**src/rtl/adc_seq_defs.svh**
```systemverilog
// register offsets, field positions, reset values and counts of the
// sequence and result control block
`ifndef ADC_SEQ_DEFS_SVH
`define ADC_SEQ_DEFS_SVH

`define OFF_WRAP_CTRL 8'h00
`define OFF_TRIG_RES_CTRL 8'h01
`define OFF_IRQ_TRIG_CTRL 8'h02
`define OFF_SEQ_CTRL 8'h03
`define OFF_START_CTRL 8'h05
`define OFF_STATUS0 8'h06
`define OFF_CMP_EN 8'h07
`define OFF_CONV_DONE 8'h08
`define OFF_PIN_CFG 8'h09
`define OFF_EVT_STATUS 8'h0A
`define OFF_EVT_MASK 8'h0B
`define OFF_RESULT_HI 8'h10
`define OFF_RESULT_LO 8'h20

`define SEQ_CTRL_RESET 8'h20
`define BIT_JUSTIFY 7
`define BIT_RING 2
`define SEQ_LEN_HI 6
`define SEQ_LEN_LO 3
`define FRZ_HI 1
`define FRZ_LO 0
`define BIT_SCAN 5
`define BIT_CMP_IRQ_EN 0
`define BIT_EXT_TRIG_EN 2
`define BIT_EXT_TRIG_SEL 7
`define TRIG_CH_HI 3
`define TRIG_CH_LO 0
`define EVT_SEQ_DONE 0
`define EVT_COMPARE 1
`define EVT_ABORT 2
`define EVT_BITS 3
`define FRZ_RUN 2'h0

`endif

```
**src/rtl/adc_seq_pkg.sv**
```systemverilog
// types shared by the sequence and result control block
package adc_seq_pkg;
   typedef enum {
      ST_IDLE,
      ST_CONVERT,
      ST_WAIT
   } seq_state_type;

   typedef struct packed {
      logic [7:0] addr;
      logic [7:0] wdata;
      logic wr;
      logic rd;
   } reg_req_type;

   typedef struct packed {
      logic start;
      logic [2:0] channel;
   } core_req_type;
endpackage

```
**src/rtl/adc_seq_ctrl.sv**
```systemverilog
// sequencer, result placement and register file of a six-channel converter
// assumes the analog core converts one channel per start pulse and answers
// with a one-cycle done pulse; register port is a plain strobe port
//
// Functional notes
// - writing sequence control aborts running sequence
// - unsigned results, justify bit 7 left/right
// - length bits 6..3, reset length four
// - non-ring: nth result to nth register
// - ring: counter kept across scan restarts, cleared by a new start
// - ring scan wraps counter to register zero
// - counter readable in status register
// - abort or start clears counter always
// - per-register conversion complete flags
// - ring mode disables automatic compare
// - freeze field bits 1..0 selects freeze response
// - six inputs usable as pins or triggers
// - four external trigger inputs selectable as start
// - registers at system base plus offset
`include "adc_seq_defs.svh"
`timescale 1ns/1ps
`default_nettype none

module adc_seq_ctrl #(
   parameter int NUM_CH = 6,
   parameter int NUM_RES = 16,
   parameter int RES_W = 12,
   parameter logic [15:0] BASE_ADDR = 16'h0000
) (
   input wire logic ref_clk,
   input wire logic rst_n,
   input wire logic [15:0] reg_addr,
   input wire logic [7:0] reg_wdata,
   input wire logic reg_wr,
   input wire logic reg_rd,
   output logic [7:0] reg_rdata,
   output logic irq,
   input wire logic freeze_req,
   input wire logic [3:0] ext_trigger_in,
   input wire logic [NUM_CH-1:0] analog_in_digital,
   output logic [NUM_CH-1:0] analog_in_digital_en,
   output var adc_seq_pkg::core_req_type core_req,
   input wire logic core_done,
   input wire logic [RES_W-1:0] core_data
);
   localparam int CW = $clog2(NUM_RES);

   adc_seq_pkg::reg_req_type req;
   adc_seq_pkg::seq_state_type state_q;
   logic [7:0] wrap_q, trig_q, irqc_q, seq_q, start_q, cmp_en_q, pin_q;
   logic [7:0] evt_mask_q;
   logic [`EVT_BITS-1:0] evt_q, evt_set;
   logic [NUM_RES-1:0] done_q;
   logic [15:0] res_q [NUM_RES];
   logic [CW-1:0] cc_q;
   logic [3:0] seq_cnt_q;
   logic [2:0] chan_q;
   logic [15:0] just_res;
   logic [3:0] seq_len;
   logic sel, wr_seq, wr_start, abort, go, ring, frozen;
   logic trig_s1_q, trig_s2_q, trig_last_q, trig_rise;
   logic [NUM_CH-1:0] pin_s1_q, pin_s2_q;
   logic [3:0] ext_s1_q, ext_s2_q;
   logic cmp_hit, last_conv, busy;

   // only the low byte of the window is decoded; base comes from the system
   assign sel = (reg_addr[15:8] == BASE_ADDR[15:8]);
   assign req = '{addr: reg_addr[7:0], wdata: reg_wdata,
                  wr: reg_wr & sel, rd: reg_rd & sel};
   assign wr_seq = req.wr && req.addr == `OFF_SEQ_CTRL;
   assign wr_start = req.wr && req.addr == `OFF_START_CTRL;
   assign abort = wr_seq;
   assign ring = seq_q[`BIT_RING];
   // zero length is treated as eight conversions
   assign seq_len = seq_q[`SEQ_LEN_HI:`SEQ_LEN_LO];
   // a nonzero freeze setting stalls between conversions only, so a frozen
   // conversion never sits on a leaking sample node
   assign frozen = freeze_req && seq_q[`FRZ_HI:`FRZ_LO] != `FRZ_RUN;
   assign busy = state_q != adc_seq_pkg::ST_IDLE;
   assign last_conv = (seq_len == 4'h0) ? (seq_cnt_q == 4'h7)
                                        : (seq_cnt_q == seq_len - 4'h1);

   // external trigger: a dedicated input or a channel pin, both synchronised
   always_ff @(posedge ref_clk or negedge rst_n) begin
      if (!rst_n) begin
         ext_s1_q <= 4'h0;
         ext_s2_q <= 4'h0;
         pin_s1_q <= '0;
         pin_s2_q <= '0;
      end else begin
         ext_s1_q <= ext_trigger_in;
         ext_s2_q <= ext_s1_q;
         pin_s1_q <= analog_in_digital;
         pin_s2_q <= pin_s1_q;
      end
   end

   always_ff @(posedge ref_clk or negedge rst_n) begin
      if (!rst_n) begin
         trig_s2_q <= 1'b0;
         trig_last_q <= 1'b0;
      end else begin
         trig_last_q <= trig_s2_q;
         if (trig_q[`BIT_EXT_TRIG_SEL])
            trig_s2_q <= ext_s2_q[trig_q[1:0]];
         else if (trig_q[`TRIG_CH_HI:`TRIG_CH_LO] < 4'(NUM_CH))
            trig_s2_q <= pin_s2_q[trig_q[2:0]];
         else
            trig_s2_q <= 1'b0;
      end
   end
   assign trig_rise = trig_s2_q && !trig_last_q
                      && irqc_q[`BIT_EXT_TRIG_EN];
   assign go = wr_start || (trig_rise && !busy);
   assign analog_in_digital_en = pin_q[NUM_CH-1:0];

   // sequencer
   always_ff @(posedge ref_clk or negedge rst_n) begin
      if (!rst_n) begin
         state_q <= adc_seq_pkg::ST_IDLE;
         seq_cnt_q <= 4'h0;
         chan_q <= 3'h0;
      end else if (abort) begin
         state_q <= adc_seq_pkg::ST_IDLE;
         seq_cnt_q <= 4'h0;
      end else if (go) begin
         state_q <= adc_seq_pkg::ST_CONVERT;
         seq_cnt_q <= 4'h0;
         // a trigger has no write data, so it reuses the stored first channel
         chan_q <= wr_start ? req.wdata[2:0] : start_q[2:0];
      end else begin
         case (state_q)
            adc_seq_pkg::ST_IDLE: begin
               state_q <= adc_seq_pkg::ST_IDLE;
            end
            adc_seq_pkg::ST_CONVERT: begin
               if (!frozen)
                  state_q <= adc_seq_pkg::ST_WAIT;
            end
            adc_seq_pkg::ST_WAIT: begin
               if (core_done) begin
                  chan_q <= (chan_q == 3'(NUM_CH - 1)) ? 3'h0 : chan_q + 3'h1;
                  if (last_conv) begin
                     seq_cnt_q <= 4'h0;
                     state_q <= start_q[`BIT_SCAN] ? adc_seq_pkg::ST_CONVERT
                                                   : adc_seq_pkg::ST_IDLE;
                  end else begin
                     seq_cnt_q <= seq_cnt_q + 4'h1;
                     state_q <= adc_seq_pkg::ST_CONVERT;
                  end
               end
            end
            default: begin
               state_q <= adc_seq_pkg::ST_IDLE;
            end
         endcase
      end
   end

   always_ff @(posedge ref_clk or negedge rst_n) begin
      if (!rst_n)
         core_req <= '0;
      else
         core_req <= '{start: state_q == adc_seq_pkg::ST_CONVERT && !frozen
                              && !abort,
                        channel: chan_q};
   end

   // conversion counter: result register index
   always_ff @(posedge ref_clk or negedge rst_n) begin
      if (!rst_n)
         cc_q <= '0;
      else if (abort || go)
         cc_q <= '0;
      else if (state_q == adc_seq_pkg::ST_WAIT && core_done) begin
         if (!ring && last_conv)
            cc_q <= '0;
         else if (cc_q == CW'(NUM_RES - 1))
            cc_q <= '0;
         else
            cc_q <= cc_q + CW'(1);
      end
   end

   // unsigned data, left or right aligned in a 16-bit result word
   assign just_res = seq_q[`BIT_JUSTIFY] ? 16'(core_data)
                     : {core_data, (16 - RES_W)'(0)};

   always_ff @(posedge ref_clk) begin
      if (state_q == adc_seq_pkg::ST_WAIT && core_done && !abort)
         res_q[cc_q] <= just_res;
   end

   always_ff @(posedge ref_clk or negedge rst_n) begin
      if (!rst_n)
         done_q <= '0;
      else if (abort || go)
         done_q <= '0;
      else if (state_q == adc_seq_pkg::ST_WAIT && core_done)
         done_q[cc_q] <= 1'b1;
   end

   // compare: result above zero for enabled registers, muted in ring mode
   assign cmp_hit = state_q == adc_seq_pkg::ST_WAIT && core_done && !ring
                    && irqc_q[`BIT_CMP_IRQ_EN]
                    && cmp_en_q[cc_q[2:0]] && just_res != 16'h0000;

   always_comb begin
      evt_set = '0;
      evt_set[`EVT_SEQ_DONE] = state_q == adc_seq_pkg::ST_WAIT && core_done
                               && last_conv;
      evt_set[`EVT_COMPARE] = cmp_hit;
      evt_set[`EVT_ABORT] = abort && busy;
   end

   // write one clears; a new event in the same cycle wins
   always_ff @(posedge ref_clk or negedge rst_n) begin
      if (!rst_n)
         evt_q <= '0;
      else if (req.wr && req.addr == `OFF_EVT_STATUS)
         evt_q <= (evt_q & ~req.wdata[`EVT_BITS-1:0]) | evt_set;
      else
         evt_q <= evt_q | evt_set;
   end
   assign irq = |(evt_q & evt_mask_q[`EVT_BITS-1:0]);

   // control registers
   always_ff @(posedge ref_clk or negedge rst_n) begin
      if (!rst_n) begin
         wrap_q <= 8'h0F;
         trig_q <= 8'h0F;
         irqc_q <= 8'h00;
         seq_q <= `SEQ_CTRL_RESET;
         start_q <= 8'h00;
         cmp_en_q <= 8'h00;
         pin_q <= 8'h00;
         evt_mask_q <= 8'h00;
      end else if (req.wr) begin
         case (req.addr)
            `OFF_WRAP_CTRL: wrap_q <= {4'h0, req.wdata[3:0]};
            `OFF_TRIG_RES_CTRL: trig_q <= req.wdata;
            `OFF_IRQ_TRIG_CTRL: irqc_q <= {1'b0, req.wdata[6:0]};
            `OFF_SEQ_CTRL: seq_q <= req.wdata;
            `OFF_START_CTRL: start_q <= req.wdata;
            `OFF_CMP_EN: cmp_en_q <= req.wdata;
            `OFF_PIN_CFG: pin_q <= req.wdata;
            `OFF_EVT_MASK: evt_mask_q <= req.wdata;
            default: begin
            end
         endcase
      end
   end

   // read data one cycle after the strobe, zero otherwise
   always_ff @(posedge ref_clk or negedge rst_n) begin
      if (!rst_n)
         reg_rdata <= 8'h00;
      else if (!req.rd)
         reg_rdata <= 8'h00;
      else if (req.addr[7:4] == `OFF_RESULT_HI >> 4)
         reg_rdata <= res_q[CW'(req.addr[3:0])][15:8];
      else if (req.addr[7:4] == `OFF_RESULT_LO >> 4)
         reg_rdata <= res_q[CW'(req.addr[3:0])][7:0];
      else begin
         case (req.addr)
            `OFF_WRAP_CTRL: reg_rdata <= wrap_q;
            `OFF_TRIG_RES_CTRL: reg_rdata <= trig_q;
            `OFF_IRQ_TRIG_CTRL: reg_rdata <= irqc_q;
            `OFF_SEQ_CTRL: reg_rdata <= seq_q;
            `OFF_START_CTRL: reg_rdata <= start_q;
            `OFF_STATUS0: reg_rdata <= {busy, 3'h0, 4'(cc_q)};
            `OFF_CMP_EN: reg_rdata <= cmp_en_q;
            `OFF_CONV_DONE: reg_rdata <= done_q[7:0];
            `OFF_PIN_CFG: reg_rdata <= pin_q;
            `OFF_EVT_STATUS: reg_rdata <= 8'(evt_q);
            `OFF_EVT_MASK: reg_rdata <= evt_mask_q;
            default: reg_rdata <= 8'h00;
         endcase
      end
   end

   chk_abort_idle: assert property (@(posedge ref_clk) disable iff (!rst_n)
      wr_seq |=> state_q == adc_seq_pkg::ST_IDLE)
      else $error("sequence not aborted by control write");

   chk_cc_clear: assert property (@(posedge ref_clk) disable iff (!rst_n)
      (abort || wr_start) |=> cc_q == '0)
      else $error("counter not cleared on abort or start");

   chk_ring_cmp: assert property (@(posedge ref_clk) disable iff (!rst_n)
      ring |-> !evt_set[`EVT_COMPARE])
      else $error("compare active in ring mode");

   chk_seq_reset: assert property (@(posedge ref_clk)
      $rose(rst_n) |-> seq_len == 4'h4)
      else $error("default length not four");

   chk_done_flag: assert property (@(posedge ref_clk) disable iff (!rst_n)
      (state_q == adc_seq_pkg::ST_WAIT && core_done && !abort && !go)
      |=> done_q[$past(cc_q)])
      else $error("complete flag not set");

   chk_ring_step: assert property (@(posedge ref_clk) disable iff (!rst_n)
      (ring && state_q == adc_seq_pkg::ST_WAIT && core_done && !abort && !go
       && cc_q != CW'(NUM_RES - 1)) |=> cc_q == $past(cc_q) + CW'(1))
      else $error("ring counter did not advance");

   chk_freeze_hold: assert property (@(posedge ref_clk) disable iff (!rst_n)
      frozen |=> !core_req.start)
      else $error("conversion started while frozen");

   chk_nonring_wrap: assert property (@(posedge ref_clk) disable iff (!rst_n)
      (!ring && state_q == adc_seq_pkg::ST_WAIT && core_done && last_conv)
      |=> cc_q == '0)
      else $error("counter not reset at sequence end");

   chk_status_cc: assert property (
      @(posedge ref_clk) disable iff (!rst_n)
      (req.rd && req.addr == `OFF_STATUS0)
      |=> reg_rdata[3:0] == $past(4'(cc_q)))
      else $error("status does not show counter");

   chk_flags_clear: assert property (
      @(posedge ref_clk) disable iff (!rst_n)
      (abort || go) |=> done_q == '0)
      else $error("complete flags not cleared");

   chk_just_right: assert property (
      @(posedge ref_clk) disable iff (!rst_n)
      (state_q == adc_seq_pkg::ST_WAIT && core_done && !abort
       && seq_q[`BIT_JUSTIFY])
      |=> res_q[$past(cc_q)] == 16'($past(core_data)))
      else $error("right aligned result wrong");

   chk_just_left: assert property (
      @(posedge ref_clk) disable iff (!rst_n)
      (state_q == adc_seq_pkg::ST_WAIT && core_done && !abort
       && !seq_q[`BIT_JUSTIFY])
      |=> res_q[$past(cc_q)] == {$past(core_data), (16 - RES_W)'(0)})
      else $error("left aligned result wrong");

   chk_ext_start: assert property (
      @(posedge ref_clk) disable iff (!rst_n)
      (trig_rise && !busy && !abort)
      |=> state_q == adc_seq_pkg::ST_CONVERT)
      else $error("trigger did not start a sequence");

   chk_trig_chan: assert property (
      @(posedge ref_clk) disable iff (!rst_n)
      (trig_rise && !busy && !abort && !wr_start)
      |=> chan_q == $past(start_q[2:0]))
      else $error("trigger started on wrong channel");

   chk_base_ignore: assert property (
      @(posedge ref_clk) disable iff (!rst_n)
      (reg_wr && !sel) |=> $stable(seq_q))
      else $error("write outside base changed control");

   chk_freeze_run: assert property (
      @(posedge ref_clk) disable iff (!rst_n)
      (state_q == adc_seq_pkg::ST_CONVERT
       && seq_q[`FRZ_HI:`FRZ_LO] == `FRZ_RUN && !abort && !go)
      |=> state_q == adc_seq_pkg::ST_WAIT)
      else $error("conversion held with freeze off");

   chk_ring_wrap: assert property (
      @(posedge ref_clk) disable iff (!rst_n)
      (ring && state_q == adc_seq_pkg::ST_WAIT && core_done && !abort
       && !go && cc_q == CW'(NUM_RES - 1))
      |=> cc_q == '0)
      else $error("ring counter did not wrap");

   chk_abort_event: assert property (
      @(posedge ref_clk) disable iff (!rst_n)
      (abort && busy) |=> evt_q[`EVT_ABORT])
      else $error("abort event not recorded");
endmodule

`default_nettype wire

```
**config.mk**
```make
export PLATFORM = sky130hd
export DESIGN_NAME = adc_seq_ctrl
export DESIGN_NICKNAME = d
export VERILOG_FILES = /design/src/rtl/adc_seq_pkg.sv /design/src/rtl/adc_seq_ctrl.sv
export VERILOG_INCLUDE_DIRS = /design/src /design/src/rtl
export SDC_FILE = /design/constraint.sdc
export NUM_CORES = 1
export LEC_CHECK = 0
export ABC_CLOCK_PERIOD_IN_PS = 2900
export BUFFER_PORTS_ARGS = -buffer_cell sky130_fd_sc_hd__buf_4
export CAP_MARGIN = 5
export CORE_ASPECT_RATIO = 1.2
export CORE_MARGIN = 4
export CORE_UTILIZATION = 42
export DETAILED_ROUTE_END_ITERATION = 12
export GPL_TIMING_DRIVEN = 1
export PLACE_DENSITY = 0.67
export SLEW_MARGIN = 20
export SYNTH_ARGS = -nofsm -noshare
export SYNTH_HDL_FRONTEND = slang
export SYNTH_SLANG_ARGS = --single-unit
```
**constraint.sdc**
```tcl
create_clock -name ref_clk -period 2.9 [get_ports ref_clk]
set_clock_uncertainty 0.1 [all_clocks]
set_input_delay 0.145 -clock ref_clk [delete_from_list [all_inputs] [get_ports ref_clk]]
set_output_delay 0.145 -clock ref_clk [all_outputs]
set_load 0.05 [all_outputs]
```
==> flow_summary.json, run 1 <==
{
  "fillCellCount": 3069,
  "hold_viol_final": 0,
  "cts_buffer_depth": 3,
  "arrival_ns": 2.73,
  "port_buffers": 70,
  "via_per_inst": 5.83,
  "maxSlewViolCount": 0,
  "synth-simple-area-share": 0.0801,
  "synthXorXnorAreaFrac": 0.00281,
  "wirelength_um": 40600,
  "grt_pass1_wl_um": 60500,
  "fin_tns_setup_ns": 0,
  "crit_path_top_delay_cell": "a2111o_1",
  "yosysTopAreaCell": "edfxtp_1",
  "min-delay-start": "reg_addr[6]",
  "synth_area_um2": 15600,
  "ir_drop_mv": 0.472,
  "antenna_found_initial": 0,
  "power_density_nw_per_um2": 663,
  "io_pins": 71,
  "design_area_um2": 18600,
  "cp_max_fo": 8,
  "synth_top_family_by_area": "multiplexers",
  "core-area_um2": 36800,
  "syn_avg_cell_area_um2": 16.0,
  "gp_congestion": 0.970,
  "final_cell_mix": "edfxtp_1 (256), buf_4 (119), dfrtp_1 (108)",
  "cp_num_cells": 8,
  "vias": 9433,
  "yosysSeqAreaShare": 0.681,
  "crit_start": "seq_q[4]",
  "fp.dieW_um": 184,
  "synth_fa_ha_area_frac": 0.00481,
  "grt_max_degree": 66,
  "synthArstFlopShare": 0.314,
  "setup_violations": 0,
  "fin_cells": 1617,
  "status": "complete, no violations",
  "synth-seq-cells": 373,
  "cts_max_level": 2,
  "crit_buf_inv": 1,
  "ys.flop_type": "edfxtp_1",
  "multi_input_area_um2": 4720,
  "crit_family": "compound AO/OA/AOI/OAI gates",
  "reg2reg_slack_ns": 0.49,
  "area_delta_synth_final_pct": 19.4,
  "die_area_um2": 40300,
  "initial_core_util": 0.424,
  "path_cells": "inv_1 > ha_1 > xor2_1 > xnor2_1 > o21ai_0 > a2111o_1 > nor3b_1 > mux2_2",
  "drt_iter0_drc": 940,
  "cap_violations": 0,
  "antennaDiodeCount": 0,
  "endpoint_kind": "register",
  "die_h_um": 219,
  "layout_commonest_cell": "edfxtp_1",
  "start_kind": "register",
  "clock_latency_ns": 0.54,
  "cts.sinks": 373,
  "dpl.cell_count": 1520,
  "reg2reg_depth": 8,
  "grt_pass1_vias": 9559,
  "cts_made_buffers": 40,
  "nNetsFinal": 1170,
  "timing.rr.start": "seq_q[4]",
  "grt_setup_unrepaired": "no",
  "drt_pre_antenna_iters": 5,
  "worst_slew_pin_slew_ns": 0.946,
  "worstPathRequired_ns": 3.22,
  "synth-compound-area-share": 0.0535,
  "ant_nets": 0,
  "fmax_mhz": 414,
  "grt_use_total": 0.200,
  "synth.area.top_cells": "edfxtp_1 (49%), dfrtp_1 (17%), mux4_2 (9.4%)",
  "ys_warn_count": 0,
  "root_buffer": "clkbuf_16",
  "cts_tree": "built",
  "synth_cells": 973,
  "finalCritPeriodShare": 0.832,
  "drc": 0,
  "synth_edf_count": 256,
  "fin_crit_ns": 2.41,
  "cts.clk_slew.worst_paths_ns": 0.06,
  "post_cts_buffers": 0,
  "yosys.area.top_type_share": 0.493,
  "relSlewSlack": 0.368,
  "endpoint": "seq_cnt_q[0]",
  "crit_path_max_incr_delay_ns": 0.49,
  "ys_types": 67,
  "fin_total_pwr_mw": 12.4,
  "r2r-end": "seq_cnt_q[0]",
  "overflow": 0,
  "p_leak_nw": 7.16,
  "syn_nets": 1031,
  "core.rowCount": 77,
  "critPathKind": "reg2reg",
  "place_area_um2": 17000,
  "synthMuxAreaShare": 0.160,
  "seq_area_um2": 10600,
  "layout-drive-gt1-share": 0.289,
  "dp_hpwl_um": 26300,
  "hold_class": "in2reg",
  "routedWlPerCell_um": 25.1
}
[tightest hold or removal path: stages]
cell	delay (ns)
buf_4	0.12
nor4b_1	0.05
buf_4	0.15
nand2_1	0.06
a31oi_1	0.08
[cells by family after synthesis]
logic type                 after synthesis
muxes                                  161
adders and majority gates                6
xor gates and xnor gates                 5
buffers and inverters                   61
and+or+nand+nor                        242
DFF                                    373
AOI/OAI and AO/OA                      125
[repair_timing]
| action | CTS | global route |
|---|---|---|
| hold buffers | 24 | 0 |
| resized for setup | 0 | 0 |
| endpoints found under the hold margin | 129 | 0 |
[worst min path at each step]
stage	endpoint	slack (ns)	depth (start not counted)
2_1_floorplan	cc_q[0]	-0.25	0
3_3_place_gp	core_req[1]	0.14	1
3_5_place_dp	core_req[0]	0.14	1
4_1_cts	reg_rdata[7]	0.004	5
5_1_grt	reg_rdata[7]	0.04	5
6_report	reg_rdata[7]	0.02	5
[where the power goes]
| part | switching, mW | total [mW] | internal, mW | leakage, nW |
|---|---|---|---|---|
| combinational | 0.579 | 0.949 | 0.371 | 2.50 |
| sequential | 0.122 | 5.94 | 5.82 | 3.96 |
| clock | 2.08 | 5.47 | 3.39 | 0.705 |
[metrics by stage]
stage / hold slack, ns / util / setup WS (ns)
2_1_floorplan: -0.251 / - / 0.304
3_3_place_gp: 0.144 / 0.461 / 0.465
3_5_place_dp: 0.142 / 0.461 / 0.444
4_1_cts: 0.00420 / 0.506 / 0.497
5_1_grt: 0.0414 / 0.506 / 0.409
6_report: 0.0237 / 0.506 / 0.486
[per-layer routing]
layer,vias up,GRT usage,routed length (um)
met5,-,0,0
met4,0,0.0737,1580
met3,91,0.0340,2960
met2,430,0.332,19600
met1,4844,0.267,16500
li1,4068,-,-
[synthesized netlist by cell type (4+ instances only)]
master / count
and2_1: 12
dfstp_2: 9
and3_1: 17
buf_2: 21
nor3_1: 12
nand3_1: 20
nor4_1: 8
a31oi_1: 14
dfrtp_1: 108
a22o_1: 4
o31ai_1: 4
ha_1: 6
buf_4: 6
nor2b_1: 12
mux2_2: 56
buf_1: 7
a22oi_1: 17
nor2_4: 4
mux2i_1: 40
nor2_1: 38
mux4_2: 65
nand2b_1: 5
inv_1: 9
edfxtp_1: 256
nand2_1: 92
a21oi_1: 27
o21ai_0: 23
o211ai_1: 4
clkbuf_1: 16
[state kept, by name (all words and copies together) (netlist names)]
name and flops:
res_q 256, cmp_en_q 8, done_q 8, evt_mask_q 8, pin_q 8, reg_rdata 8
seq_q 8, start_q 8, trig_q 8, irqc_q 7, pin_s1_q 6, pin_s2_q 6
cc_q 4, core_req 4, ext_s1_q 4, ext_s2_q 4, seq_cnt_q 4, wrap_q 4
chan_q 3, evt_q 3, state_q 2, trig_last_q 1, trig_s2_q 1
[final cells by class]
type,instances,area share
clock buffer,54,0.0609
clock inverter,19,0.0166
inverter,11,0.00222
multi-input combinational,539,0.253
timing repair buffer,147,0.0651
tap,474,0.0318
sequential,373,0.570
No activity file was read; power rests on OpenSTA's default activity.
==> run 2: changes to the inputs <==
--- a/config.mk
+++ b/config.mk
@@ -6,7 +6,7 @@
 export SDC_FILE = /design/constraint.sdc
 export NUM_CORES = 1
 export LEC_CHECK = 0
-export ABC_CLOCK_PERIOD_IN_PS = 2900
+export ABC_CLOCK_PERIOD_IN_PS = 2300
 export BUFFER_PORTS_ARGS = -buffer_cell sky130_fd_sc_hd__buf_4
 export CAP_MARGIN = 5
 export CORE_ASPECT_RATIO = 1.2
@@ -14,7 +14,7 @@
 export CORE_UTILIZATION = 42
 export DETAILED_ROUTE_END_ITERATION = 12
 export GPL_TIMING_DRIVEN = 1
-export PLACE_DENSITY = 0.67
+export PLACE_DENSITY = 0.65
 export SLEW_MARGIN = 20
 export SYNTH_ARGS = -nofsm -noshare
 export SYNTH_HDL_FRONTEND = slang
==> constraint.sdc (replaced) <==
create_clock -name ref_clk -period 2.3 [get_ports ref_clk]
set_clock_uncertainty 0.1 [all_clocks]
set_input_delay 0.115 -clock ref_clk [delete_from_list [all_inputs] [get_ports ref_clk]]
set_output_delay 0.115 -clock ref_clk [all_outputs]
set_load 0.05 [all_outputs]
==> flow_summary.json, run 2 (synthesized netlist as in run 1, its figures left out) <==
{
  "status": "complete, no violations",
  "fin_tns_setup_ns": 0,
  "relSlewSlack": 0.352,
  "wl_met1_um": 17200,
  "core.rowCount": 77,
  "endpoint": "cc_q[2]",
  "antenna_found_initial": 0,
  "fin_crit_ns": 2.22,
  "largest_register": "res_q",
  "grt_pass1_vias": 9909,
  "met2_length_um": 20900,
  "largest_reg_flops": 256,
  "maxSlewViolCount": 0,
  "power_density_nw_per_um2": 793,
  "layout_commonest_cell": "edfxtp_1",
  "setup_violations": 0,
  "setup_slack_ns": 0.0768,
  "grt_setup_unrepaired": "yes",
  "r2r-end": "cc_q[2]",
  "cts_tree": "built",
  "cap_violations": 0,
  "grt_use_total": 0.211,
  "nNetsFinal": 1220,
  "crit_buf_inv": 1,
  "path_cells": "buf_6 > nor3_4 > mux2i_2 > xnor2_1 > a2111o_1 > o211ai_1 > o311ai_1",
  "cts.sinks": 373,
  "core-area_um2": 36800,
  "drt_pre_antenna_iters": 5,
  "dpl.cell_count": 1572,
  "arrival_ns": 2.50,
  "fillCellCount": 2989,
  "grt_max_degree": 49,
  "area_delta_synth_final_pct": 22.9,
  "ant_nets": 0,
  "reg2reg_depth": 7,
  "top_layer": "met4",
  "overflow": 0,
  "io_pins": 71,
  "cp_max_fo": 6,
  "cts_made_buffers": 41,
  "drc": 0,
  "fmax_mhz": 450,
  "cts.clk_slew.worst_paths_ns": 0.06,
  "antennaDiodeCount": 0,
  "pre_cts_ws_ns": -0.0810,
  "cts_max_level": 2,
  "die_area_um2": 40300,
  "dp_hpwl_um": 28500,
  "endpoint_kind": "register",
  "reg2reg_slack_ns": 0.08,
  "start_kind": "register",
  "via_per_inst": 5.74,
  "crit_path_top_delay_cell": "a2111o_1",
  "timing.rr.start": "seq_q[3]",
  "cp_num_cells": 7,
  "initial_core_util": 0.424,
  "layout-drive-gt1-share": 0.322,
  "gp_congestion": 1.00,
  "clock_latency_ns": 0.54,
  "root_buffer": "clkbuf_16",
  "crit_start": "seq_q[3]",
  "fin_cells": 1662,
  "wl_met3_um": 2450,
  "design_area_um2": 19200,
  "worstPathRequired_ns": 2.58,
  "critPathKind": "reg2reg",
  "worst_slew_pin_slew_ns": 0.970,
  "port_buffers": 70,
  "final_cell_mix": "edfxtp_1 (256), buf_4 (149), dfrtp_1 (108)",
  "finalCritPeriodShare": 0.967,
  "routedWlPerCell_um": 25.3,
  "seq_area_um2": 10600,
  "hold_viol_final": 0,
  "wirelength_um": 42000,
  "crit_family": "compound AO/OA/AOI/OAI gates",
  "crit_path_max_incr_delay_ns": 0.43,
  "hold_class": "in2reg",
  "die_h_um": 219,
  "grt_pass1_wl_um": 63600,
  "ir_drop_mv": 0.675,
  "p_leak_nw": 7.41,
  "place_area_um2": 17600,
  "fp.dieW_um": 184,
  "vias": 9542,
  "multi_input_area_um2": 4760,
  "cts_buffer_depth": 3,
  "drt_iter0_drc": 776
}
-- run 2: worst min-delay path by stage --
stage	start	endpoint	slack, ns	cells past startpoint
2_1_floorplan	rst_n	cc_q[0]	-0.28	0
5_1_grt	reg_rd	reg_rdata[2]	0.04	4
6_report	reg_rd	reg_rdata[2]	0.03	4
3_5_place_dp	rst_n	core_req[1]	0.07	1
4_1_cts	reg_rd	reg_rdata[2]	0.02	4
3_3_place_gp	rst_n	core_req[1]	0.07	1
-- run 2: cell type report --
class                      count  area share
sequential                   373       0.554
multi-input combinational    539       0.248
timing repair buffer         196      0.0955
clock buffer                  53      0.0574
tap                          474      0.0309
clock inverter                16      0.0112
inverter                      11     0.00215
-- run 2: power by group --
group	internal [mW]	switching (mW)	total (mW)
clock network	3.83	2.57	6.40
logic	0.533	0.787	1.32
registers	7.34	0.134	7.47
total	11.7	3.50	15.2
-- run 2: metrics by stage --
step	utilization	power, mW	hold WS, ns
floorplan	-	8.27	-0.281
global placement	0.478	8.86	0.0660
detailed placement	0.478	8.89	0.0736
CTS	0.520	15.3	0.0219
global route	0.521	15.7	0.0355
finish	0.521	15.2	0.0310
-- run 2: per-layer routing --
| layer | up-vias | track usage |
|---|---|---|
| met5 | - | 0 |
| li1 | 4177 | - |
| met3 | 77 | 0.0272 |
| met4 | 0 | 0.0685 |
| met2 | 326 | 0.357 |
| met1 | 4962 | 0.283 |
-- run 2: worst reg2reg max path: stages (launching register included) --
cell and delay (ns):
dfrtp_1 0.39, buf_6 0.13, nor3_4 0.14, mux2i_2 0.33, xnor2_1 0.10, a2111o_1 0.43
o211ai_1 0.33, o311ai_1 0.12
-- run 2: what timing repair did --
| action | CTS | global route |
|---|---|---|
| buffers inserted | 0 | 0 |
| endpoints found under the setup margin | 0 | 7 |
| gates resized for setup | 0 | 13 |
| endpoints found under the hold margin | 125 | 0 |
| hold buffers | 22 | 0 |
==> run 3: changes to the inputs <==
--- a/config.mk
+++ b/config.mk
@@ -6,15 +6,16 @@
 export SDC_FILE = /design/constraint.sdc
 export NUM_CORES = 1
 export LEC_CHECK = 0
-export ABC_CLOCK_PERIOD_IN_PS = 2300
+export ABC_CLOCK_PERIOD_IN_PS = 2000
 export BUFFER_PORTS_ARGS = -buffer_cell sky130_fd_sc_hd__buf_4
 export CAP_MARGIN = 5
 export CORE_ASPECT_RATIO = 1.2
 export CORE_MARGIN = 4
 export CORE_UTILIZATION = 42
+export CTS_BUF_LIST = sky130_fd_sc_hd__clkbuf_4
 export DETAILED_ROUTE_END_ITERATION = 12
 export GPL_TIMING_DRIVEN = 1
-export PLACE_DENSITY = 0.65
+export PLACE_DENSITY = 0.67
 export SLEW_MARGIN = 20
 export SYNTH_ARGS = -nofsm -noshare
 export SYNTH_HDL_FRONTEND = slang
==> constraint.sdc (replaced) <==
create_clock -name ref_clk -period 2 [get_ports ref_clk]
set_clock_uncertainty 0.1 [all_clocks]
set_input_delay 0.1 -clock ref_clk [delete_from_list [all_inputs] [get_ports ref_clk]]
set_output_delay 0.1 -clock ref_clk [all_outputs]
set_load 0.05 [all_outputs]
==> flow_summary.json, run 3 (synthesized netlist as in run 1, its figures left out) <==
{
  "status": "finished with violations",
  "violations": "setup timing",
  "cp_num_cells": 6,
  "min-delay-start": "reg_addr[6]",
  "area_delta_synth_final_pct": 30.6,
  "layout_commonest_cell": "edfxtp_1",
  "worst_slew_pin_slew_ns": 0.988,
  "grt_setup_unrepaired": "yes",
  "place_area_um2": 17800,
  "hold_ws_ns": 0.0174,
  "cts.clk_slew.worst_paths_ns": 0.06,
  "antenna_found_initial": 2,
  "finalCritPeriodShare": 1.11,
  "fin_crit_ns": 2.22,
  "start_kind": "register",
  "fin_tns_setup_ns": -1.66,
  "design_area_um2": 20400,
  "endpoint": "seq_cnt_q[0]",
  "crit_buf_inv": 0,
  "endpoint_kind": "register",
  "post-route-util": 0.554,
  "reg2reg_slack_ns": -0.22,
  "largest_reg_flops": 256,
  "io_pins": 71,
  "drt_pre_antenna_iters": 5,
  "root_buffer": "clkbuf_4",
  "drt_iter0_drc": 954,
  "fillCellCount": 2894,
  "cts_made_buffers": 95,
  "fp.dieW_um": 184,
  "drc": 0,
  "p_leak_nw": 8.08,
  "path_cells": "nor3_2 > mux2i_2 > xnor2_1 > a2111o_1 > nor3b_4 > mux2_4",
  "largest_register": "res_q",
  "crit_path_top_delay_cell": "a2111o_1",
  "grt_max_degree": 40,
  "cp_max_fo": 5,
  "maxSlewViolCount": 0,
  "via_per_inst": 5.55,
  "ant_nets": 0,
  "nNetsFinal": 1385,
  "worstPathRequired_ns": 2.53,
  "grt_use_total": 0.216,
  "cts_max_level": 3,
  "r2r-end": "seq_cnt_q[0]",
  "power_density_nw_per_um2": 829,
  "arrival_ns": 2.75,
  "gp_congestion": 0.970,
  "critPathKind": "reg2reg",
  "hold_class": "in2reg",
  "layout-drive-gt1-share": 0.414,
  "cts_buffer_depth": 3,
  "dp_hpwl_um": 28300,
  "clock_latency_ns": 0.78,
  "crit_family": "multiplexers",
  "setup_violations": 11,
  "wirelength_um": 44100,
  "overflow": 0,
  "ir_drop_mv": 0.508,
  "relSlewSlack": 0.340,
  "grt_pass1_vias": 10700,
  "hold_viol_final": 0,
  "cts_tree": "built",
  "crit_path_max_incr_delay_ns": 0.46,
  "fmax_mhz": 451,
  "vias": 10400,
  "cts.sinks": 373,
  "routedWlPerCell_um": 23.5,
  "port_buffers": 70,
  "timing.rr.start": "seq_q[4]",
  "setup_slack_ns": -0.219,
  "core.rowCount": 77,
  "die_area_um2": 40300,
  "fin_total_pwr_mw": 16.9,
  "final_cell_mix": "edfxtp_1 (256), buf_4 (205), clkbuf_4 (139)",
  "crit_start": "seq_q[4]",
  "cap_violations": 0,
  "initial_core_util": 0.424,
  "grt_pass1_wl_um": 64800,
  "core-area_um2": 36800,
  "die_h_um": 219,
  "reg2reg_depth": 6
}
## run 3: worst min path at each step
stage / to / slack (ns) / cells after the start
detailed placement: state_q[1] / -0.001 / 1
CTS: cc_q[3] / -0.02 / 7
global placement: state_q[1] / -0.005 / 1
floorplan: cc_q[0] / -0.30 / 0
finish: reg_rdata[1] / 0.02 / 6
global route: cc_q[3] / 0.008 / 7
## run 3: stage by stage
step,instances,setup slack [ns]
final,1882,-0.219
after global routing,1881,-0.284
after detailed placement,1604,-0.225
after floorplan,973,-0.116
after global placement,1604,-0.214
after CTS,1857,-0.167
## run 3: area by class of cell
class                   instances  area (um2)  share of cell area
flip-flops and latches        373       10600               0.522
multi-input cells             540        4930               0.242
repair buffers                306        2920               0.143
clock buffers                 139        1040              0.0512
well taps                     474         593              0.0291
clock inverters                36         213              0.0104
inverters                      11        41.3             0.00203
diodes                          3        7.51            0.000368
## run 3: routing by layer
metal,GRT usage,part of all wire,up-vias
li1,-,-,4598
met1,0.279,0.40,5267
met2,0.353,0.49,459
met3,0.0474,0.065,114
met4,0.0969,0.044,0
met5,0,0,-
## run 3: timing repair
| item | in CTS | in global routing |
|---|---|---|
| resized for setup | 8 | 29 |
| cloned | 0 | 1 |
| pin swaps | 8 | 18 |
| hold buffers | 63 | 1 |
| setup buffers | 15 | 23 |
| setup endpoints to repair | 37 | 218 |
| hold endpoints to repair | 471 | 1 |
## run 3: power breakdown
group / internal (mW) / total (mW) / switching [mW]
Clock: 3.47 / 6.55 / 3.08
Combinational: 0.757 / 1.73 / 0.978
Sequential: 8.43 / 8.60 / 0.165
Total: 12.7 / 16.9 / 4.22
## run 3: worst register-to-register path, stage by stage, from the launching register on
cell and delay, ns:
dfrtp_1 0.42, nor3_2 0.25, mux2i_2 0.29, xnor2_1 0.11, a2111o_1 0.46, nor3b_4 0.20, mux2_4 0.26
